<file path="config.mk">
export PLATFORM = sky130hd
export DESIGN_NAME = pis_sequencer
export DESIGN_NICKNAME = d
export VERILOG_FILES = /design/src/shared/pis_pkg.sv /design/src/hw/pis_nibble_mux.sv /design/src/hw/pis_sequencer.sv
export SDC_FILE = /design/constraint.sdc
export NUM_CORES = 1
export LEC_CHECK = 0
export ABC_AREA = 1
export BUFFER_PORTS_ARGS = -buffer_cell sky130_fd_sc_hd__buf_2
export CAP_MARGIN = 20
export CORE_MARGIN = 2
export CORE_UTILIZATION = 50
export CTS_BUF_LIST = sky130_fd_sc_hd__clkbuf_8
export DETAILED_ROUTE_END_ITERATION = 8
export PLACE_DENSITY = 0.76
export SLEW_MARGIN = 10
export SYNTH_ARGS = -nofsm -noshare
export SYNTH_HDL_FRONTEND = slang
export SYNTH_SLANG_ARGS = --single-unit
</file>
<file path="constraint.sdc">
create_clock -name clk -period 2.75 [get_ports clk]
set_input_delay 0.6875 -clock clk [delete_from_list [all_inputs] [get_ports clk]]
set_output_delay 0.6875 -clock clk [all_outputs]
set_load 0.05 [all_outputs]
</file>
<file path="src/shared/pis_pkg.sv">
// package: constants, types and helpers of the init phase 2 data sequencer
package pis_pkg;

  // ------------------------------------------------------------
  // register map (byte addresses)
  // ------------------------------------------------------------
  localparam int ADDR_W = 4;
  localparam logic [3:0] ADDR_CTRL = 4'h0;
  localparam logic [3:0] ADDR_CFG = 4'h4;
  localparam logic [3:0] ADDR_SERIAL = 4'h8;
  localparam logic [3:0] ADDR_STATUS = 4'hc;

  // control bits
  localparam int CTRL_EXT_BIT = 0;
  localparam int CTRL_SYNC_BIT = 1;
  localparam int CTRL_START_BIT = 2;
  localparam logic [31:0] CTRL_RST = 32'h0000_0000;
  // config word: byte one at top, nominal upper nibble 0010
  localparam logic [31:0] CFG_RST = 32'h2000_0000;
  localparam logic [31:0] SERIAL_RST = 32'h0000_0000;
  // status fields
  localparam int STAT_BUSY_BIT = 0;
  localparam int STAT_DONE_BIT = 1;
  localparam int STAT_FIELD_LSB = 8;
  localparam int STAT_REP_LSB = 16;

  // axi responses
  localparam logic [1:0] RESP_OKAY = 2'h0;
  localparam logic [1:0] RESP_SLVERR = 2'h2;

  // ------------------------------------------------------------
  // sequence constants
  // ------------------------------------------------------------
  localparam logic [3:0] K_ASYNC = 4'h8;
  localparam logic [3:0] K_SYNC = 4'h4;
  localparam logic [5:0] FLD_FIRST = 6'h0c;
  localparam logic [5:0] FLD_REV_MID = 6'h0d;
  localparam logic [5:0] FLD_REV_USER = 6'h0e;
  localparam logic [5:0] FLD_DATE0 = 6'h0f;
  localparam logic [5:0] FLD_DATE1 = 6'h10;
  localparam logic [5:0] FLD_DATE2 = 6'h11;
  localparam logic [5:0] FLD_DATE3 = 6'h12;
  localparam logic [5:0] FLD_SN_FIRST = 6'h13;
  localparam logic [5:0] FLD_SN_LAST = 6'h1a;
  localparam logic [5:0] FLD_OFS_LO = 6'h1b;
  localparam logic [5:0] FLD_OFS_HI = 6'h1c;
  localparam logic [5:0] FLD_OFS_ST = 6'h1d;
  localparam logic [5:0] FLD_ST_MID = 6'h1e;
  localparam logic [5:0] FLD_ST_HI = 6'h1f;
  localparam logic [5:0] FLD_LAST = 6'h20;
  // year counted from this base
  localparam logic [6:0] DATE_YEAR_BASE = 7'h00;

  // ------------------------------------------------------------
  // types
  // ------------------------------------------------------------
  typedef enum logic [1:0] {
    PIS_IDLE = 2'b00,
    PIS_ID = 2'b01,
    PIS_DATA = 2'b10
  } pis_state_t;

  typedef struct packed {
    logic [7:0] device_config_byte_one;
    logic [7:0] device_config_byte_six;
    logic [7:0] device_config_byte_seven;
    logic [7:0] device_config_byte_eight;
  } pis_cfg_t;

  typedef struct packed {
    logic [9:0] raw_offset;
    logic [9:0] average_selftest_value;
    logic st1_done;
    logic st2_done;
  } pis_meas_t;

  typedef struct packed {
    logic is_data;
    logic [5:0] field;
    logic [3:0] nibble;
  } pis_tx_t;

  // nibble address of a field: field number less one, low four bits
  function automatic logic [3:0] nib_addr(input logic [5:0] field);
    logic [5:0] d;
    d = field - 6'h01;
    return d[3:0];
  endfunction : nib_addr

  // packed date {year[6:0], month[3:0], day[4:0]}
  function automatic logic [15:0] julian_pack(input logic [7:0] b7,
                                              input logic [7:0] b8);
    logic [6:0] julian_year_bits;
    logic [3:0] julian_month_bits;
    logic [4:0] julian_day_bits;
    julian_year_bits = DATE_YEAR_BASE + {3'h0, b7[7:4]};
    julian_month_bits = b7[3:0];
    julian_day_bits = b8[4:0];
    return {julian_year_bits, julian_month_bits, julian_day_bits};
  endfunction : julian_pack

endpackage : pis_pkg

</file>
<file path="src/hw/pis_nibble_mux.sv">
// data nibble selection for fields twelve to thirty-two
`timescale 1ns/1ps
`default_nettype none

module pis_nibble_mux #(
  parameter logic [3:0] REV_HI = 4'h0,
  parameter logic [3:0] REV_MID = 4'h0
) (
  // field being sent
  input wire logic [5:0] field,
  // sources
  input wire pis_pkg::pis_cfg_t cfg,
  input wire logic [31:0] serial,
  input wire pis_pkg::pis_meas_t meas,
  input wire logic ext_en,
  // result
  output logic [3:0] nibble
);

  // ------------------------------------------------------------
  // selection
  // ------------------------------------------------------------
  logic [15:0] jd;   // packed date
  logic [9:0] ofs;   // offset, zero until phase one done
  logic [9:0] avg;   // self-test, zero until phase two done
  logic [5:0] sn_d;  // distance into serial fields
  logic [7:0] sbyte; // selected serial byte

  always_comb begin
    jd = pis_pkg::julian_pack(cfg.device_config_byte_seven,
                              cfg.device_config_byte_eight);
    // unfinished results go out as zero
    ofs = meas.st1_done ? meas.raw_offset : 10'h000;
    avg = meas.st2_done ? meas.average_selftest_value : 10'h000;
    sn_d = field - pis_pkg::FLD_SN_FIRST;
    sbyte = serial[{sn_d[2:1], 3'h0} +: 8];
    nibble = 4'h0;
    case (field)
      pis_pkg::FLD_FIRST: nibble = REV_HI;
      pis_pkg::FLD_REV_MID: nibble = REV_MID;
      pis_pkg::FLD_REV_USER: nibble = cfg.device_config_byte_six[3:0];
      pis_pkg::FLD_DATE0: nibble = jd[15:12];
      pis_pkg::FLD_DATE1: nibble = jd[11:8];
      pis_pkg::FLD_DATE2: nibble = jd[7:4];
      pis_pkg::FLD_DATE3: nibble = jd[3:0];
      // measured data and last field, gated by extension enable
      pis_pkg::FLD_OFS_LO: nibble = ext_en ? ofs[3:0] : 4'h0;
      pis_pkg::FLD_OFS_HI: nibble = ext_en ? ofs[7:4] : 4'h0;
      pis_pkg::FLD_OFS_ST: nibble = ext_en ? {avg[1:0], ofs[9:8]} : 4'h0;
      pis_pkg::FLD_ST_MID: nibble = ext_en ? avg[5:2] : 4'h0;
      pis_pkg::FLD_ST_HI: nibble = ext_en ? avg[9:6] : 4'h0;
      pis_pkg::FLD_LAST: begin
        nibble = ext_en ? cfg.device_config_byte_one[7:4] : 4'h0;
      end
      default: begin
        if (field >= pis_pkg::FLD_SN_FIRST &&
            field <= pis_pkg::FLD_SN_LAST) begin
          nibble = sn_d[0] ? sbyte[3:0] : sbyte[7:4];
        end
      end
    endcase
  end

endmodule : pis_nibble_mux

`default_nettype wire

</file>
<file path="src/hw/pis_sequencer.sv">
// init phase 2 data sequencer, fields twelve to thirty-two, axi4-lite
//
// Decided for this implementation: the AXI4-Lite interface to the registers and the register addresses.
`timescale 1ns/1ps
`default_nettype none

module pis_sequencer #(
  parameter logic [3:0] REV_HI = 4'h0,  // factory revision nibble
  parameter logic [3:0] REV_MID = 4'h0  // factory revision nibble
) (
  // clock, reset, enable
  input wire logic clk,
  input wire logic rst_n,
  input wire logic ce,
  // axi4-lite write
  input wire logic [pis_pkg::ADDR_W-1:0] s_axi_awaddr,
  input wire logic s_axi_awvalid,
  output logic s_axi_awready,
  input wire logic [31:0] s_axi_wdata,
  input wire logic [3:0] s_axi_wstrb,
  input wire logic s_axi_wvalid,
  output logic s_axi_wready,
  output logic [1:0] s_axi_bresp,
  output logic s_axi_bvalid,
  input wire logic s_axi_bready,
  // axi4-lite read
  input wire logic [pis_pkg::ADDR_W-1:0] s_axi_araddr,
  input wire logic s_axi_arvalid,
  output logic s_axi_arready,
  output logic [31:0] s_axi_rdata,
  output logic [1:0] s_axi_rresp,
  output logic s_axi_rvalid,
  input wire logic s_axi_rready,
  // sequence control from phase 2 front half
  input wire logic seq_start,
  input wire logic slot_tick,
  input wire pis_pkg::pis_meas_t meas,
  // transmissions
  output logic tx_valid,
  output pis_pkg::pis_tx_t tx,
  output logic seq_busy,
  output logic seq_done
);

  // ------------------------------------------------------------
  // registers and state
  // ------------------------------------------------------------
  logic [31:0] ctrl_r;          // extension, sync mode
  pis_pkg::pis_cfg_t cfg_r;     // config bytes
  logic [31:0] serial_r;        // serial bytes
  logic [pis_pkg::ADDR_W-1:0] awaddr_r;
  logic [31:0] wdata_r;
  logic [3:0] wstrb_r;
  logic start_r;                // software start pulse
  pis_pkg::pis_state_t state_r;
  logic [5:0] field_r;          // field number being sent
  logic [3:0] rep_r;            // repetition counter
  logic [3:0] k_r;              // repeats, latched at start
  logic [3:0] nibble;           // selected data nibble
  logic aw_take;
  logic w_take;
  logic wr_commit;
  logic ar_take;
  logic start_go;
  logic tick_go;
  logic last_rep;
  logic ext_en;

  assign ext_en = ctrl_r[pis_pkg::CTRL_EXT_BIT];
  // aw held while awready low, same for w
  assign aw_take = s_axi_awvalid & s_axi_awready;
  assign w_take = s_axi_wvalid & s_axi_wready;
  assign wr_commit = ~s_axi_awready & ~s_axi_wready & ~s_axi_bvalid;
  assign ar_take = s_axi_arvalid & s_axi_arready;
  assign start_go = (seq_start | start_r) & (state_r == pis_pkg::PIS_IDLE);
  assign tick_go = slot_tick & (state_r != pis_pkg::PIS_IDLE);
  assign last_rep = (rep_r == k_r - 4'h1);

  // byte-lane merge of a write
  function automatic logic [31:0] merge(input logic [31:0] old,
                                        input logic [31:0] d,
                                        input logic [3:0] s);
    logic [31:0] r;
    r = old;
    for (int i = 0; i < 4; i++) begin
      if (s[i]) begin
        r[i*8 +: 8] = d[i*8 +: 8];
      end
    end
    return r;
  endfunction : merge

  // ------------------------------------------------------------
  // write channel: aw and w caught in either order
  // ------------------------------------------------------------
  always_ff @(posedge clk or negedge rst_n) begin
    if (!rst_n) begin
      s_axi_awready <= 1'b1;
      s_axi_wready <= 1'b1;
      s_axi_bvalid <= 1'b0;
      s_axi_bresp <= pis_pkg::RESP_OKAY;
      awaddr_r <= '0;
      wdata_r <= 32'h0000_0000;
      wstrb_r <= 4'h0;
    end else if (ce) begin
      if (aw_take) begin
        s_axi_awready <= 1'b0;
        awaddr_r <= s_axi_awaddr;
      end
      if (w_take) begin
        s_axi_wready <= 1'b0;
        wdata_r <= s_axi_wdata;
        wstrb_r <= s_axi_wstrb;
      end
      if (wr_commit) begin
        // both halves held: answer and reopen on the same edge
        s_axi_bvalid <= 1'b1;
        s_axi_awready <= 1'b1;
        s_axi_wready <= 1'b1;
        // status is read-only, refuse writes there
        if (awaddr_r[1:0] != 2'h0 || awaddr_r == pis_pkg::ADDR_STATUS) begin
          s_axi_bresp <= pis_pkg::RESP_SLVERR;
        end else begin
          s_axi_bresp <= pis_pkg::RESP_OKAY;
        end
      end else if (s_axi_bvalid && s_axi_bready) begin
        s_axi_bvalid <= 1'b0;
      end
    end
  end

  // ------------------------------------------------------------
  // register file writes
  // ------------------------------------------------------------
  always_ff @(posedge clk or negedge rst_n) begin
    if (!rst_n) begin
      ctrl_r <= pis_pkg::CTRL_RST;
      cfg_r <= pis_pkg::CFG_RST;
      serial_r <= pis_pkg::SERIAL_RST;
      start_r <= 1'b0;
    end else if (ce) begin
      start_r <= 1'b0;
      if (wr_commit) begin
        case (awaddr_r)
          pis_pkg::ADDR_CTRL: begin
            ctrl_r <= merge(ctrl_r, wdata_r, wstrb_r) & 32'h0000_0003;
            // start bit is a pulse, never stored
            start_r <= wstrb_r[0] & wdata_r[pis_pkg::CTRL_START_BIT];
          end
          pis_pkg::ADDR_CFG: cfg_r <= merge(cfg_r, wdata_r, wstrb_r);
          pis_pkg::ADDR_SERIAL: serial_r <= merge(serial_r, wdata_r, wstrb_r);
          default: ;
        endcase
      end
    end
  end

  // ------------------------------------------------------------
  // read channel: data one edge after address
  // ------------------------------------------------------------
  always_ff @(posedge clk or negedge rst_n) begin
    if (!rst_n) begin
      s_axi_arready <= 1'b1;
      s_axi_rvalid <= 1'b0;
      s_axi_rdata <= 32'h0000_0000;
      s_axi_rresp <= pis_pkg::RESP_OKAY;
    end else if (ce) begin
      if (ar_take) begin
        s_axi_arready <= 1'b0;
        s_axi_rvalid <= 1'b1;
        s_axi_rresp <= pis_pkg::RESP_OKAY;
        s_axi_rdata <= 32'h0000_0000;
        case (s_axi_araddr)
          pis_pkg::ADDR_CTRL: s_axi_rdata <= ctrl_r;
          pis_pkg::ADDR_CFG: s_axi_rdata <= cfg_r;
          pis_pkg::ADDR_SERIAL: s_axi_rdata <= serial_r;
          pis_pkg::ADDR_STATUS: begin
            s_axi_rdata[pis_pkg::STAT_BUSY_BIT] <= seq_busy;
            s_axi_rdata[pis_pkg::STAT_DONE_BIT] <= seq_done;
            s_axi_rdata[pis_pkg::STAT_FIELD_LSB +: 6] <= field_r;
            s_axi_rdata[pis_pkg::STAT_REP_LSB +: 4] <= rep_r;
          end
          // unaligned or unmapped
          default: s_axi_rresp <= pis_pkg::RESP_SLVERR;
        endcase
      end else if (s_axi_rvalid && s_axi_rready) begin
        s_axi_rvalid <= 1'b0;
        s_axi_arready <= 1'b1;
      end
    end
  end

  // ------------------------------------------------------------
  // sequence state: field, repeat, address/data phase
  // ------------------------------------------------------------
  always_ff @(posedge clk or negedge rst_n) begin
    if (!rst_n) begin
      state_r <= pis_pkg::PIS_IDLE;
      field_r <= pis_pkg::FLD_FIRST;
      rep_r <= 4'h0;
      k_r <= pis_pkg::K_ASYNC;
    end else if (ce) begin
      case (state_r)
        pis_pkg::PIS_IDLE: begin
          if (start_go) begin
            state_r <= pis_pkg::PIS_ID;
            field_r <= pis_pkg::FLD_FIRST;
            rep_r <= 4'h0;
            // k fixed for the whole run
            k_r <= ctrl_r[pis_pkg::CTRL_SYNC_BIT] ? pis_pkg::K_SYNC
                                                 : pis_pkg::K_ASYNC;
          end
        end
        pis_pkg::PIS_ID: begin
          if (slot_tick) begin
            state_r <= pis_pkg::PIS_DATA;
          end
        end
        pis_pkg::PIS_DATA: begin
          if (slot_tick) begin
            // pair repeats k times, then next field
            if (!last_rep) begin
              rep_r <= rep_r + 4'h1;
              state_r <= pis_pkg::PIS_ID;
            end else if (field_r == pis_pkg::FLD_LAST) begin
              rep_r <= 4'h0;
              state_r <= pis_pkg::PIS_IDLE;
            end else begin
              rep_r <= 4'h0;
              field_r <= field_r + 6'h01;
              state_r <= pis_pkg::PIS_ID;
            end
          end
        end
        default: state_r <= pis_pkg::PIS_IDLE;
      endcase
    end
  end

  // ------------------------------------------------------------
  // data content; results sampled at the slot they go out in
  // ------------------------------------------------------------
  pis_nibble_mux #(
    .REV_HI(REV_HI),
    .REV_MID(REV_MID)
  ) u_mux (
    .field(field_r),
    .cfg(cfg_r),
    .serial(serial_r),
    .meas(meas),
    .ext_en(ext_en),
    .nibble(nibble)
  );

  // ------------------------------------------------------------
  // transmission outputs
  // ------------------------------------------------------------
  always_ff @(posedge clk or negedge rst_n) begin
    if (!rst_n) begin
      tx_valid <= 1'b0;
      tx <= '0;
    end else if (ce) begin
      tx_valid <= tick_go;
      if (tick_go) begin
        tx.is_data <= (state_r == pis_pkg::PIS_DATA);
        tx.field <= field_r;
        tx.nibble <= (state_r == pis_pkg::PIS_DATA) ? nibble
                                                   : pis_pkg::nib_addr(field_r);
      end
    end
  end

  // ------------------------------------------------------------
  // busy and done flags
  // ------------------------------------------------------------
  always_ff @(posedge clk or negedge rst_n) begin
    if (!rst_n) begin
      seq_busy <= 1'b0;
      seq_done <= 1'b0;
    end else if (ce) begin
      if (start_go) begin
        seq_busy <= 1'b1;
        seq_done <= 1'b0;
      end else if (state_r == pis_pkg::PIS_DATA && slot_tick && last_rep &&
                   field_r == pis_pkg::FLD_LAST) begin
        seq_busy <= 1'b0;
        seq_done <= 1'b1;
      end
    end
  end
endmodule : pis_sequencer

`default_nettype wire

</file>
# Word level (Yosys, flattened, before mapping)
# Cells that the tools add are included.
word_totals:
  word_cells: 173
  output_inout_bits: 55
  inputBits: 76
  reg_bits: 178
classes:
  n_shift: 1
  n_lt_le_gt_ge: 2
  n_addsub: 5
  eq_ne: 27
  muxes: 52
  reduce_logical: 43
  bitwise: 12
ops:
  columns: ["cell", "count"]
  rows:
  - ["two-way mux 4 bit", 13]
  - ["== test 6 x 5 -> 1 bit, second input constant", 8]
  - ["case mux 4 bit (12 select lines)", 1]
  - ["AND reduction 4 bit", 11]
  - ["indexed part select 32 x 6 -> 8 bit", 1]
  - ["== test 6 x 4 -> 1 bit, second input constant", 4]
  - ["two-way mux 6 bit", 4]
  - ["case mux 12 bit (2 select lines)", 1]
  - ["case mux 6 bit (2 select lines)", 2]
  - ["two-way mux 10 bit", 2]
  - ["AND reduction 2 bit", 10]
  - ["two-way mux 1 bit", 18]
  - ["case mux 6 bit (3 select lines)", 1]
  - ["== test 4 bit, second input constant", 4]
  - ["nonzero test 2 bit", 8]
  - ["case mux 4 bit (3 select lines)", 1]
  - ["two-way mux 2 bit", 5]
  - ["!= test 2 bit, second input constant", 5]
  - ["AND 1 bit", 8]
  - ["== test 4 x 3 -> 1 bit, second input constant", 2]
  - ["logical NOT 4 bit", 2]
  - ["case mux 2 bit (4 select lines)", 1]
  - ["case mux 4 bit (2 select lines)", 1]
  - ["subtractor 4 x 1 -> 4 bit, second input constant", 2]
  - ["20 further kinds", 27]

# Longest topological paths before layout
# Gate-level depths: netlist (run 1).
depth:
  word_depth: 6
  mapped_depth: 15
  ltp_nobuf: 14

# Hierarchy
# A second synthesis (run 1) with hierarchy kept.
unflattened:
  cells_unflattened: 1175
  hier_area_um2: 8725.9
by_module_without_submodules:
  columns: ["mod", "area_per_inst_um2", "seq_area_each_um2", "n_inst", "cells_each"]
  rows:
  - ["pis_sequencer", 7533.5, 4362.9, 1, 893]
  - ["pis_nibble_mux", 1192.4, 0.0, 1, 282]

# Worst setup path after synthesis (run 1)
# OpenSTA, ideal clock, no wires.
synth_timing:
  path_type: "reg2reg"
  startpoint: "register field_r[0]"
  endpoint: "register tx[2] (netlist name)"
  n_path_buf: 3
  required_ns: 2.684
  synth_period_minus_slack_ns: 2.086
  setup_ns: 0.066
  setup_slack_ns: 0.664
  arrival_time_ns: 2.020
  path_stages_with_launch: 15
  path_cell_list: "dfrtp_1 > buf_2 > clkinv_1 > ha_1 > buf_2 > buf_2 > o21ai_0 > nand2_1 > nand2_1 > nand2_1 > o21ai_0 > nand4_1 > nand2_1 > nand2_1 > nand2_1"
synth_between:
  elab_chain_len: 6
  elab_cells_between_ends: 24
  classes_between: "add/sub (2); order compare (2); eq/ne (13); shift (1); mux (4); reduce/logical (2)"
synth_rtl:
  columns: ["item", "line_no", "text"]
  rows:
  - ["start: declaration", "pis_sequencer.sv:56", "logic [5:0] field_r;"]
  - ["start signal: assignment", "pis_sequencer.sv:199", "field_r <= pis_pkg::FLD_FIRST;"]
  - ["start signal: assignment", "pis_sequencer.sv:207", "field_r <= pis_pkg::FLD_FIRST;"]
  - ["start signal: assignment", "pis_sequencer.sv:230", "field_r <= field_r + 6'h01;"]
  - ["subtractor 3 x 2 -> 3 bit", "pis_nibble_mux.sv:35", "sn_d = field - pis_pkg::FLD_SN_FIRST;"]
  - ["indexed part select 32 x 6 -> 8 bit", "pis_nibble_mux.sv:36", "sbyte = serial[{sn_d[2:1], 3'h0} +: 8];"]
  - ["two-way mux 4 bit", "pis_nibble_mux.sv:58", "nibble = sn_d[0] ? sbyte[3:0] : sbyte[7:4];"]
  - ["two-way mux 4 bit", "pis_nibble_mux.sv:56", "if (field >= pis_pkg::FLD_SN_FIRST &&"]
  - ["case mux 4 bit (12 select lines)", "pis_nibble_mux.sv:38", "case (field)"]
  - ["two-way mux 4 bit (*)", "pis_sequencer.sv:267", "tx.nibble <= (state_r == pis_pkg::PIS_DATA) ? nibble"]
  - ["end: declaration", "pis_sequencer.sv:40", "output pis_pkg::pis_tx_t tx,"]
# Every way passes the cells marked *; elsewhere a longest branch is shown, timed or not.
# A chain may end at the register's enable or synchronous reset.

# Worst setup path after layout (run 1)
# Same ends and word-level chain as after synthesis.

==> results.sh, run 1 <==
export IMPL_status="finished, final reports clean"
export IMPL_vias=7426
export IMPL_root_buffer="clkbuf_8"
export IMPL_synth_cells=1063
export IMPL_post_route_min_period_ns=2.13
export IMPL_power_mw=9.29
export IMPL_drt_first_pass_iters=5
export IMPL_num_antenna_cells=0
export IMPL_min_path_type="in2async"
export IMPL_fill_cells=1529
export IMPL_dominantRegCellSynth="dfrtp_1"
export IMPL_reg2reg_to="tx[2]$_DFFE_PN0P_"
export IMPL_clock_sinks=174
export IMPL_vdd_drop_max_uv=581
export IMPL_coreArea_mm2=0.0167
export IMPL_worstSetupStartpoint="field_r[0]$_DFFE_PN0P_"
export IMPL_reg2reg_depth=11
export IMPL_worstPathArrival_ns=2.54
export IMPL_path_buf_inv=2
export IMPL_die_h_um=135
export IMPL_syn_to_final_growth_pct=14.2
export IMPL_drt_iter0_markers=657
export IMPL_initial_utilization=0.516
export IMPL_h_tree_depth=4
export IMPL_crit_path_frequent_cell="nand2_1"
export IMPL_crit_family="simple AND/OR/NAND/NOR gates"
export IMPL_grt_pass1_wl_um=36500
export IMPL_cts_buffers=17
export IMPL_slowest_stage="dfrtp_1"
export IMPL_end_kind="flop"
export IMPL_portBuffers=128
export IMPL_track_usage=0.259
export IMPL_ioPinCount=131
export IMPL_cp_slowest_stage_delay_ns=0.39
export IMPL_syn_area_mm2=0.00861
export IMPL_slew_violations=0
export IMPL_grt_ovfl_total=0
export IMPL_drc=0
export IMPL_totalNegativeSetupSlack_ns=0
export IMPL_yosys_warnings=0
export IMPL_max_freq_ghz=0.470
export IMPL_die_w_um=135
export IMPL_worstPathCellList="buf_4, ha_1, inv_1, nand2_1, nand2_1, o21ai_0, o21ai_0, nand4_1, nand2_1, nand2_1, nand2_1"
export IMPL_wl_um=22700
export IMPL_reg2reg_from="field_r[0]$_DFFE_PN0P_"
export IMPL_grt_antenna_before_repair=0
export IMPL_avgSynthCellArea_um2=8.10
export IMPL_gp_congestion=0.965
export IMPL_grt_pass1_vias=6877
export IMPL_grt_setup_unrepaired="false"
export IMPL_fp_row_count=47
export IMPL_skew_ns=0.00897
export IMPL_path_max_fanout=10
export IMPL_crit_end="tx[2]$_DFFE_PN0P_"
export IMPL_yosysSeqAreaShare=0.507
export IMPL_die_area_mm2=0.0183
export IMPL_ys_ff_latch=174
export IMPL_grt_max_degree=57
export IMPL_hpwl_um=17100
export IMPL_clock_latency_ns=0.47
export IMPL_synth_edf_count=0
export IMPL_async_reset_ff_frac=1.00
export IMPL_finalCritPeriodShare=0.773
export IMPL_critical_path_class="reg2reg"
export IMPL_ctsHoldBuffers=0
export IMPL_cp_num_cells=11
export IMPL_cts_tree="done"
export IMPL_synth_area_leaders="dfrtp_1, nand2_1, o21ai_2"
export IMPL_drive_above_1_share=0.226
export IMPL_setup_viol=0
export IMPL_stdcell_area_mm2=0.00983
export IMPL_cp_required_ns=3.16
export IMPL_power_leakage_nw=5.06
export IMPL_p_per_area_mw_per_mm2=945
export IMPL_hold_viol=0
export IMPL_synth_top_area_share=0.485
export IMPL_cap_violations=0
export IMPL_vias_per_cell=5.23
export IMPL_antenna_left=0
export IMPL_synth_most_common_cell="nand2_1"
export IMPL_wl_per_cell_um=16.0
export IMPL_synth_distinct_cells=42
export IMPL_yosysTopAreaCell="dfrtp_1"
export IMPL_nets=1268
export IMPL_crit_path_start_kind="flop"
export IMPL_clockBufferDepth=2
export IMPL_fin_util=0.589
export IMPL_tightest_slew_ns=0.589
export IMPL_cts_resized_gates=0
export IMPL_post_cts_buffers=0
export IMPL_ys_top_cells_by_count="nand2_1, dfrtp_1, o21ai_0, inv_1, o21ai_2"
export IMPL_placed_cell_area_mm2=0.00946
export IMPL_r2r_slack_ns=0.62
export IMPL_path_clk_slew_ns=0.08
export IMPL_max_slew_margin_rel=0.607
==> registers in the layout (all words and copies together), names as in the netlist, 2 cells and up <==
register,flops
wdata_r,32
tx,11
cfg_r,32
s_axi_rdata,32
wstrb_r,4
rep_r,4
k_r,2
field_r,6
awaddr_r,4
serial_r,32
state_r,2
ctrl_r,2
==> power breakdown <==
| group | switching (mW) | internal, mW |
|---|---|---|
| sequential | 0.570 | 3.39 |
| combinational | 2.58 | 1.11 |
| clock | 0.908 | 0.738 |
| total | 4.06 | 5.24 |
==> final cells by class <==
type,count,area (um^2),share of cell area
clock buffers,22,303,0.0308
multi-input cells,750,3630,0.369
clock inverters,10,63.8,0.00649
repair buffers,145,825,0.0839
flip-flops and latches,174,4360,0.444
well taps,220,275,0.0280
inverters,99,374,0.0381
==> how the worst min path moves through the flow <==
stage                                startpoint                     endpoint  slack, ns  cells after the start
floorplan                                 rst_n      awaddr_r[0]$_DFFE_PN0P_       0.39                      0
global placement    s_axi_rdata[15]$_DFFE_PN0P_  s_axi_rdata[15]$_DFFE_PN0P_       0.46                      2
detailed placement  s_axi_rdata[10]$_DFFE_PN0P_  s_axi_rdata[10]$_DFFE_PN0P_       0.46                      2
CTS                                       rst_n     s_axi_rvalid$_DFFE_PN0P_       0.15                      1
global route                              rst_n     s_axi_rvalid$_DFFE_PN0P_       0.18                      1
finish                                    rst_n     s_axi_rvalid$_DFFE_PN0P_       0.16                      1
==> routing by layer <==
layer  global-route usage  routed length (um)  vias up
met1                0.363               10300     3487
met3               0.0486                1230       41
met5                    0                   0        -
li1                     -                   -     3656
met4               0.0909                 602        0
met2                0.406               10600      242
==> cells in the final DEF (no fill, tap or decap), types with 2 or more instances in the layout <==
cell        synthesis  final
buf_2              13    127
dfstp_2             7      7
nand4_1            12     12
nand2_2            10     10
buf_12              0      4
o21ai_0            97     97
inv_2               5      5
dfrtp_1           167    167
nor3b_1             2      2
nor2_2              2      2
buf_4               3     13
and3_1              2      2
nor4_4              2      2
nand2_4             2      2
o21ai_1            13     13
ha_1                5      5
o21ai_2            57     57
nor3_1              6      6
nand3_2             2      2
clkinvlp_4          0      4
a21oi_1            19     19
nor2_1             51     51
clkinv_1            2      2
a22o_1              8      8
nand2_1           403    403
nand3_1            40     40
inv_1              91     94
mux2_2              3      3
conb_1              1      2
clkbuf_8            0     22
==> metrics by stage <==
stage | cells | hold slack, ns | setup slack, ns
after floorplan | 1064 | 0.392 | 0.664
after global placement | 1388 | 0.459 | 0.539
after detailed placement | 1388 | 0.460 | 0.504
after CTS | 1420 | 0.154 | 0.713
after global routing | 1420 | 0.177 | 0.445
final | 1420 | 0.156 | 0.625
==> cells by family after synthesis <==
| kind of cell | after synthesis | share of synthesized area |
|---|---|---|
| AO/OA/AOI/OAI | 199 | 0.145 |
| adder cells (fa/ha/maj) | 5 | 0.00727 |
| buffers and inverters | 140 | 0.0732 |
| flip-flops | 174 | 0.507 |
| multiplexers | 3 | 0.00392 |
| other | 1 | 0.000436 |
| AND/OR/NAND/NOR | 541 | 0.263 |
No activity file was read; power rests on OpenSTA's default activity.
==> run 2, diff against run 1 <==
--- a/config.mk
+++ b/config.mk
@@ -12,7 +12,7 @@
 export CORE_UTILIZATION = 50
 export CTS_BUF_LIST = sky130_fd_sc_hd__clkbuf_8
 export DETAILED_ROUTE_END_ITERATION = 8
-export PLACE_DENSITY = 0.76
+export PLACE_DENSITY = 0.78
 export SLEW_MARGIN = 10
 export SYNTH_ARGS = -nofsm -noshare
 export SYNTH_HDL_FRONTEND = slang
==> constraint.sdc (replaced) <==
create_clock -name clk -period 1.9 [get_ports clk]
set_input_delay 0.475 -clock clk [delete_from_list [all_inputs] [get_ports clk]]
set_output_delay 0.475 -clock clk [all_outputs]
set_load 0.05 [all_outputs]
==> run 2 against run 1 <==
- worst hold slack gained 0.041 ns
- highest routed layer unchanged
- critical endpoint unchanged
- first-iteration DRC count increased by 8.8%
- via count grew 1.8%
==> results.sh, run 2 (synthesis gave the netlist of run 1 again) <==
export IMPL_status="finished, final reports clean"
export IMPL_track_usage=0.267
export IMPL_dp_cells=1423
export IMPL_h_tree_depth=4
export IMPL_cap_violations=0
export IMPL_fp_row_count=47
export IMPL_post_route_min_period_ns=1.80
export IMPL_die_w_um=135
export IMPL_tightest_slew_ns=0.506
export IMPL_grt_antenna_before_repair=0
export IMPL_p_per_area_mw_per_mm2=1380
export IMPL_hold_viol=0
export IMPL_root_buffer="clkbuf_8"
export IMPL_drive_above_1_share=0.265
export IMPL_stdcell_count=1460
export IMPL_p_int_mw=8.00
export IMPL_pwr_share_comb=0.417
export IMPL_finalCritPeriodShare=0.947
export IMPL_fin_util=0.616
export IMPL_clock_latency_ns=0.47
export IMPL_die_area_mm2=0.0183
export IMPL_placed_cell_area_mm2=0.00976
export IMPL_initial_utilization=0.516
export IMPL_syn_to_final_growth_pct=19.6
export IMPL_drt_first_pass_iters=5
export IMPL_coreArea_mm2=0.0167
export IMPL_num_antenna_cells=0
export IMPL_pwr_share_seq=0.402
export IMPL_max_slew_margin_rel=0.662
export IMPL_antenna_left=0
export IMPL_gp_congestion=0.985
export IMPL_vias_per_cell=5.18
export IMPL_grt_ovfl_total=0
export IMPL_swShare=0.437
export IMPL_grt_pass1_wl_um=37600
export IMPL_crit_path_frequent_cell="nand2_1"
export IMPL_power_leakage_nw=5.28
export IMPL_ioPinCount=131
export IMPL_cts_tree="done"
export IMPL_skew_ns=0.0160
export IMPL_final_cell_mix="nand2_1, dfrtp_1, buf_2, o21ai_0, inv_1"
export IMPL_crit_path_start_kind="flop"
export IMPL_max_freq_ghz=0.556
export IMPL_cts_buffers=17
export IMPL_worstPathCellList="clkinv_4, buf_4, ha_4, nand3_4, nor2_4, buf_4, nand3_1, nand2_1, nor2_1, nand3_1, nor2_1, nand2_1, nand2_1, nand2_1"
export IMPL_hpwl_um=17900
export IMPL_min_path_type="in2reg"
export IMPL_p_clk_frac=0.181
export IMPL_die_h_um=135
export IMPL_slew_violations=0
export IMPL_slowest_stage="dfrtp_1"
export IMPL_grt_max_degree=57
export IMPL_switchingPower_mw=6.19
export IMPL_worstPathArrival_ns=2.17
export IMPL_wl_um=23700
export IMPL_drt_iter0_markers=715
export IMPL_cp_required_ns=2.27
export IMPL_critical_path_class="reg2reg"
export IMPL_path_max_fanout=9
export IMPL_grt_setup_unrepaired="true"
export IMPL_portBuffers=128
export IMPL_hold_worst_slack_ns=0.196
export IMPL_clock_sinks=174
export IMPL_vias=7562
export IMPL_end_kind="flop"
export IMPL_wl_per_cell_um=16.2
export IMPL_drc=0
export IMPL_setup_viol=0
export IMPL_clockBufferDepth=2
export IMPL_path_clk_slew_ns=0.10
export IMPL_vdd_drop_max_uv=684
export IMPL_stdcell_area_mm2=0.0103
export IMPL_cp_slowest_stage_delay_ns=0.43
export IMPL_final_common_cell="nand2_1"
export IMPL_nets=1308
export IMPL_grt_pass1_vias=7214
## run 2: cell types whose count changed in the layout (fill, tap and decap cells not counted), sizes merged
cell,before,now
buf,145,184
clkbuf,22,19
clkinv,4,6
clkinvlp,4,2
inv,101,103
bufinv,0,1
dlygate4sd3,0,1
## run 2: worst paths after layout
path | start | endpoint | slack [ns] | cells after the start
max | field_r[0]$_DFFE_PN0P_ | tx[2]$_DFFE_PN0P_ | 0.10 | 14
min | s_axi_wstrb[3] | wstrb_r[3]$_DFFE_PN0P_ | 0.20 | 3
max reg2reg | field_r[0]$_DFFE_PN0P_ | tx[2]$_DFFE_PN0P_ | 0.10 | 14
min reg2reg | s_axi_rdata[10]$_DFFE_PN0P_ | s_axi_rdata[10]$_DFFE_PN0P_ | 0.48 | 2
max in group asynchronous | rst_n | field_r[2]$_DFFE_PN1P_ | 0.78 | 3
min in group asynchronous | rst_n | wdata_r[30]$_DFFE_PN0P_ | 0.46 | 2
## run 2: per-stage QoR
step / total power, mW / worst slack [ns] / TNS [ns]
2_1_floorplan: 9.48 / 0.00254 / 0
3_3_place_gp: 11.2 / -0.0729 / -0.154
3_5_place_dp: 11.3 / -0.0961 / -0.153
4_1_cts: 13.9 / 0.00823 / 0
5_1_grt: 15.1 / -0.0360 / -0.131
6_report: 14.2 / 0.101 / 0
## run 2: layer usage
metal,wire (um),GRT usage
met1,10700,0.363
met5,0,0
met2,11100,0.431
met4,675,0.0932
met3,1220,0.0539
## run 2: area by class of cell
cell class                      instances  area, um^2
Tap cell                              220         275
Inverter                               99         379
Sequential cell                       174        4360
Timing Repair Buffer                  185        1160
Multi-Input combinational cell        750        3730
Clock inverter                         13         129
Clock buffer                           19         262
Fill cell                            1507        6400
## run 2: power groups by stage
stage / combinational, mW / sequential, mW / clock, mW
after floorplan: 3.23 / 6.26 / 0
final: 5.92 / 5.71 / 2.57
after global placement: 5.45 / 5.70 / 0
after detailed placement: 5.55 / 5.75 / 0
after global routing: 6.54 / 5.83 / 2.76
after CTS: 5.60 / 5.69 / 2.60
## run 2: worst max-delay path: cells and delay by family, from the launching register on
family,cells,cell delay [ns]
simple gates,10,0.69
flops,1,0.43
buf+inv,3,0.40
fa+ha+maj,1,0.18
## run 2: timing repair
item | 4_1_cts | 5_1_grt
cloned | 0 | 0
hold endpoints to repair | 28 | 0
gates resized for setup | 5 | 24
pin swaps | 0 | 4
setup buffers | 0 | 5
setup endpoints to repair | 4 | 9
hold buffers | 1 | 0
==> run 3, diff against run 2 <==
--- a/config.mk
+++ b/config.mk
@@ -5,14 +5,13 @@
 export SDC_FILE = /design/constraint.sdc
 export NUM_CORES = 1
 export LEC_CHECK = 0
-export ABC_AREA = 1
 export BUFFER_PORTS_ARGS = -buffer_cell sky130_fd_sc_hd__buf_2
-export CAP_MARGIN = 20
+export CAP_MARGIN = 0
 export CORE_MARGIN = 2
 export CORE_UTILIZATION = 50
 export CTS_BUF_LIST = sky130_fd_sc_hd__clkbuf_8
 export DETAILED_ROUTE_END_ITERATION = 8
-export PLACE_DENSITY = 0.78
+export PLACE_DENSITY = 0.79
 export SLEW_MARGIN = 10
 export SYNTH_ARGS = -nofsm -noshare
 export SYNTH_HDL_FRONTEND = slang
==> run 3 against run 2 <==
- the flow now finishes with violations (negative setup slack)
- worst hold slack improved by 0.042 ns
- setup slack worse by 0.18 ns
- global-route usage down 0.37 points
- core utilization up 0.98 points
- combinational power decreased by 44%
- clock power increased by 4%
- total power fell by 18%
- sequential share of layout area rose by 1.7 points
- non-clock buffer count rose by 8
- clock-buffer cell count did not move
- critical path depth shrank 5
- critical endpoint is now tx[1]$_DFFE_PN0P_
==> results.sh, run 3 <==
export IMPL_power_leakage_nw=4.92
export IMPL_violations="negative setup slack"
export IMPL_pwr_share_comb=0.284
export IMPL_post_route_min_period_ns=1.98
export IMPL_slew_violations=0
export IMPL_grt_busiest_layer="met2"
export IMPL_synth_distinct_cells=55
export IMPL_worstPathArrival_ns=2.33
export IMPL_wl_per_cell_um=20.5
export IMPL_power_mw=11.6
export IMPL_path_max_fanout=4
export IMPL_multi_input_area_mm2=0.00360
export IMPL_seq_area_mm2=0.00437
export IMPL_stdcell_area_mm2=0.00991
export IMPL_grt_setup_unrepaired="true"
export IMPL_die_h_um=131
export IMPL_p_int_mw=7.63
export IMPL_dominantRegCellSynth="dfrtp_1"
export IMPL_hold_viol=0
export IMPL_synth_edf_count=0
export IMPL_gp_congestion=0.986
export IMPL_final_common_cell="dfrtp_1"
export IMPL_synth_area_leaders="dfrtp_1, mux2_2, mux2_4"
export IMPL_reg2reg_depth=9
export IMPL_grt_use_met2=0.418
export IMPL_drc=0
export IMPL_p_clk_frac=0.230
export IMPL_worstSetupStartpoint="field_r[1]$_DFFE_PN0P_"
export IMPL_vias=6212
export IMPL_drt_first_pass_iters=5
export IMPL_synth_cells=652
export IMPL_reg2reg_from="field_r[1]$_DFFE_PN0P_"
export IMPL_min_path_type="in2reg"
export IMPL_clock_sinks=174
export IMPL_syn_area_mm2=0.00805
export IMPL_fill_cells=1189
export IMPL_yosysSeqAreaShare=0.542
export IMPL_swShare=0.341
export IMPL_grt_pass1_vias=5991
export IMPL_async_reset_ff_frac=1.00
export IMPL_crit_path_start_kind="flop"
export IMPL_grt_pass1_wl_um=33700
export IMPL_die_area_mm2=0.0171
export IMPL_cap_violations=0
export IMPL_fin_util=0.626
export IMPL_ys_top_cells_by_count="dfrtp_1, mux2_2, nor2_1, nand2_1, clkbuf_1"
export IMPL_avgSynthCellArea_um2=12.4
export IMPL_portBuffers=128
export IMPL_use_met3=0.0476
export IMPL_cts_tree="done"
export IMPL_vias_per_cell=5.90
export IMPL_setup_viol=6
export IMPL_switchingPower_mw=3.95
export IMPL_placed_cell_area_mm2=0.00941
export IMPL_drive_above_1_share=0.437
export IMPL_min_from="s_axi_wdata[31]"
export IMPL_die_w_um=131
export IMPL_h_tree_depth=4
export IMPL_grt_ovfl_total=0
export IMPL_initial_utilization=0.509
export IMPL_drt_iter0_markers=645
export IMPL_final_cell_mix="dfrtp_1, buf_2, mux2_2, nor2_1, buf_4"
export IMPL_fp_row_count=46
export IMPL_end_kind="flop"
export IMPL_num_antenna_cells=0
export IMPL_grt_util_met1=0.371
export IMPL_max_slew_margin_rel=0.628
export IMPL_coreArea_mm2=0.0158
export IMPL_hold_depth=2
export IMPL_yosysTopAreaCell="dfrtp_1"
export IMPL_track_usage=0.264
export IMPL_hpwl_um=15900
export IMPL_nets=905
export IMPL_cp_required_ns=2.24
export IMPL_grt_max_degree=42
export IMPL_yosys_warnings=0
export IMPL_clockBufferDepth=2
export IMPL_ys_ff_latch=174
export IMPL_skew_ns=0.0122
export IMPL_vdd_drop_max_uv=652
export IMPL_synth_top_area_share=0.519
export IMPL_grt_antenna_before_repair=0
export IMPL_antenna_left=0
export IMPL_root_buffer="clkbuf_8"
export IMPL_wl_um=21600
export IMPL_p_per_area_mw_per_mm2=1170
export IMPL_syn_to_final_growth_pct=23.1
export IMPL_hold_worst_slack_ns=0.238
export IMPL_status="finished with violations"
export IMPL_critical_path_class="reg2reg"
export IMPL_tightest_slew_ns=0.558
export IMPL_pwr_share_seq=0.486
export IMPL_clock_latency_ns=0.46
export IMPL_path_clk_slew_ns=0.09
export IMPL_max_freq_ghz=0.504
export IMPL_setup_ws_ns=-0.0823
export IMPL_finalCritPeriodShare=1.04
export IMPL_totalNegativeSetupSlack_ns=-0.199
export IMPL_cts_buffers=17
export IMPL_ioPinCount=131
export IMPL_synth_most_common_cell="dfrtp_1"
## run 3: critical path, cell delays in order, from the launching register on
cell	delay, ns
dfrtp_2	0.41
buf_6	0.12
inv_4	0.05
ha_4	0.15
buf_4	0.15
buf_4	0.14
a222oi_1	0.47
nor2b_1	0.10
nor3_1	0.17
a31oi_1	0.11
## run 3: per-layer routing
metal | wire length [um] | vias up
li1 | - | 2758
met4 | 529 | 0
met1 | 9460 | 3143
met2 | 10300 | 269
met5 | 0 | -
met3 | 1270 | 42
## run 3: metrics by stage
stage | setup slack, ns | instances
2_1_floorplan | 0.00603 | 653
3_3_place_gp | -0.114 | 1018
3_5_place_dp | -0.0936 | 1018
4_1_cts | 0.00142 | 1052
5_1_grt | -0.143 | 1052
6_report | -0.0823 | 1052
## run 3: worst paths after layout
| path | slack (ns) | endpoint |
|---|---|---|
| setup reg to reg | -0.08 | tx[1]$_DFFE_PN0P_ |
| min in group asynchronous | 0.49 | serial_r[25]$_DFFE_PN0P_ |
| max in group asynchronous | 0.76 | k_r[3]$_DFFE_PN1P_ |
| hold / removal | 0.24 | wdata_r[31]$_DFFE_PN0P_ |
| hold reg to reg | 0.48 | s_axi_rdata[17]$_DFFE_PN0P_ |
| setup / recovery | -0.08 | tx[1]$_DFFE_PN0P_ |
## run 3: power groups by stage
stage / clock network [mW] / logic, mW / registers [mW]
after floorplan: 0 / 1.78 / 5.74
after global placement: 0 / 3.09 / 5.63
after detailed placement: 0 / 3.17 / 5.68
after CTS: 2.70 / 3.26 / 5.61
after global routing: 2.85 / 3.56 / 5.75
final: 2.66 / 3.29 / 5.64
## run 3: final cells by class
cell class | count | area share
Clock buffer | 19 | 0.0264
Clock inverter | 12 | 0.0146
Inverter | 7 | 0.00290
Multi-Input combinational cell | 431 | 0.363
Sequential cell | 174 | 0.440
Tap cell | 216 | 0.0273
Timing Repair Buffer | 193 | 0.126
## run 3: kinds of logic (layout without fill, tap and decap cells)
group,Yosys count,count (layout),share of synthesized area
multiplexers,136,136,0.207
buffers and inverters,48,231,0.0249
other,1,2,0.000466
XOR/XNOR,4,4,0.00528
adder cells (fa/ha/maj),5,5,0.00777
AO/OA/AOI/OAI,124,124,0.111
flip-flops,174,174,0.542
AND/OR/NAND/NOR,160,160,0.102
## run 3: what timing repair did
item | in CTS | in global routing
hold endpoints to repair | 33 | 0
hold buffers | 1 | 0
gates cloned | 1 | 0
pin swaps | 3 | 6
resized for setup | 10 | 7
buffers inserted | 1 | 0
endpoints found under the setup margin | 8 | 12
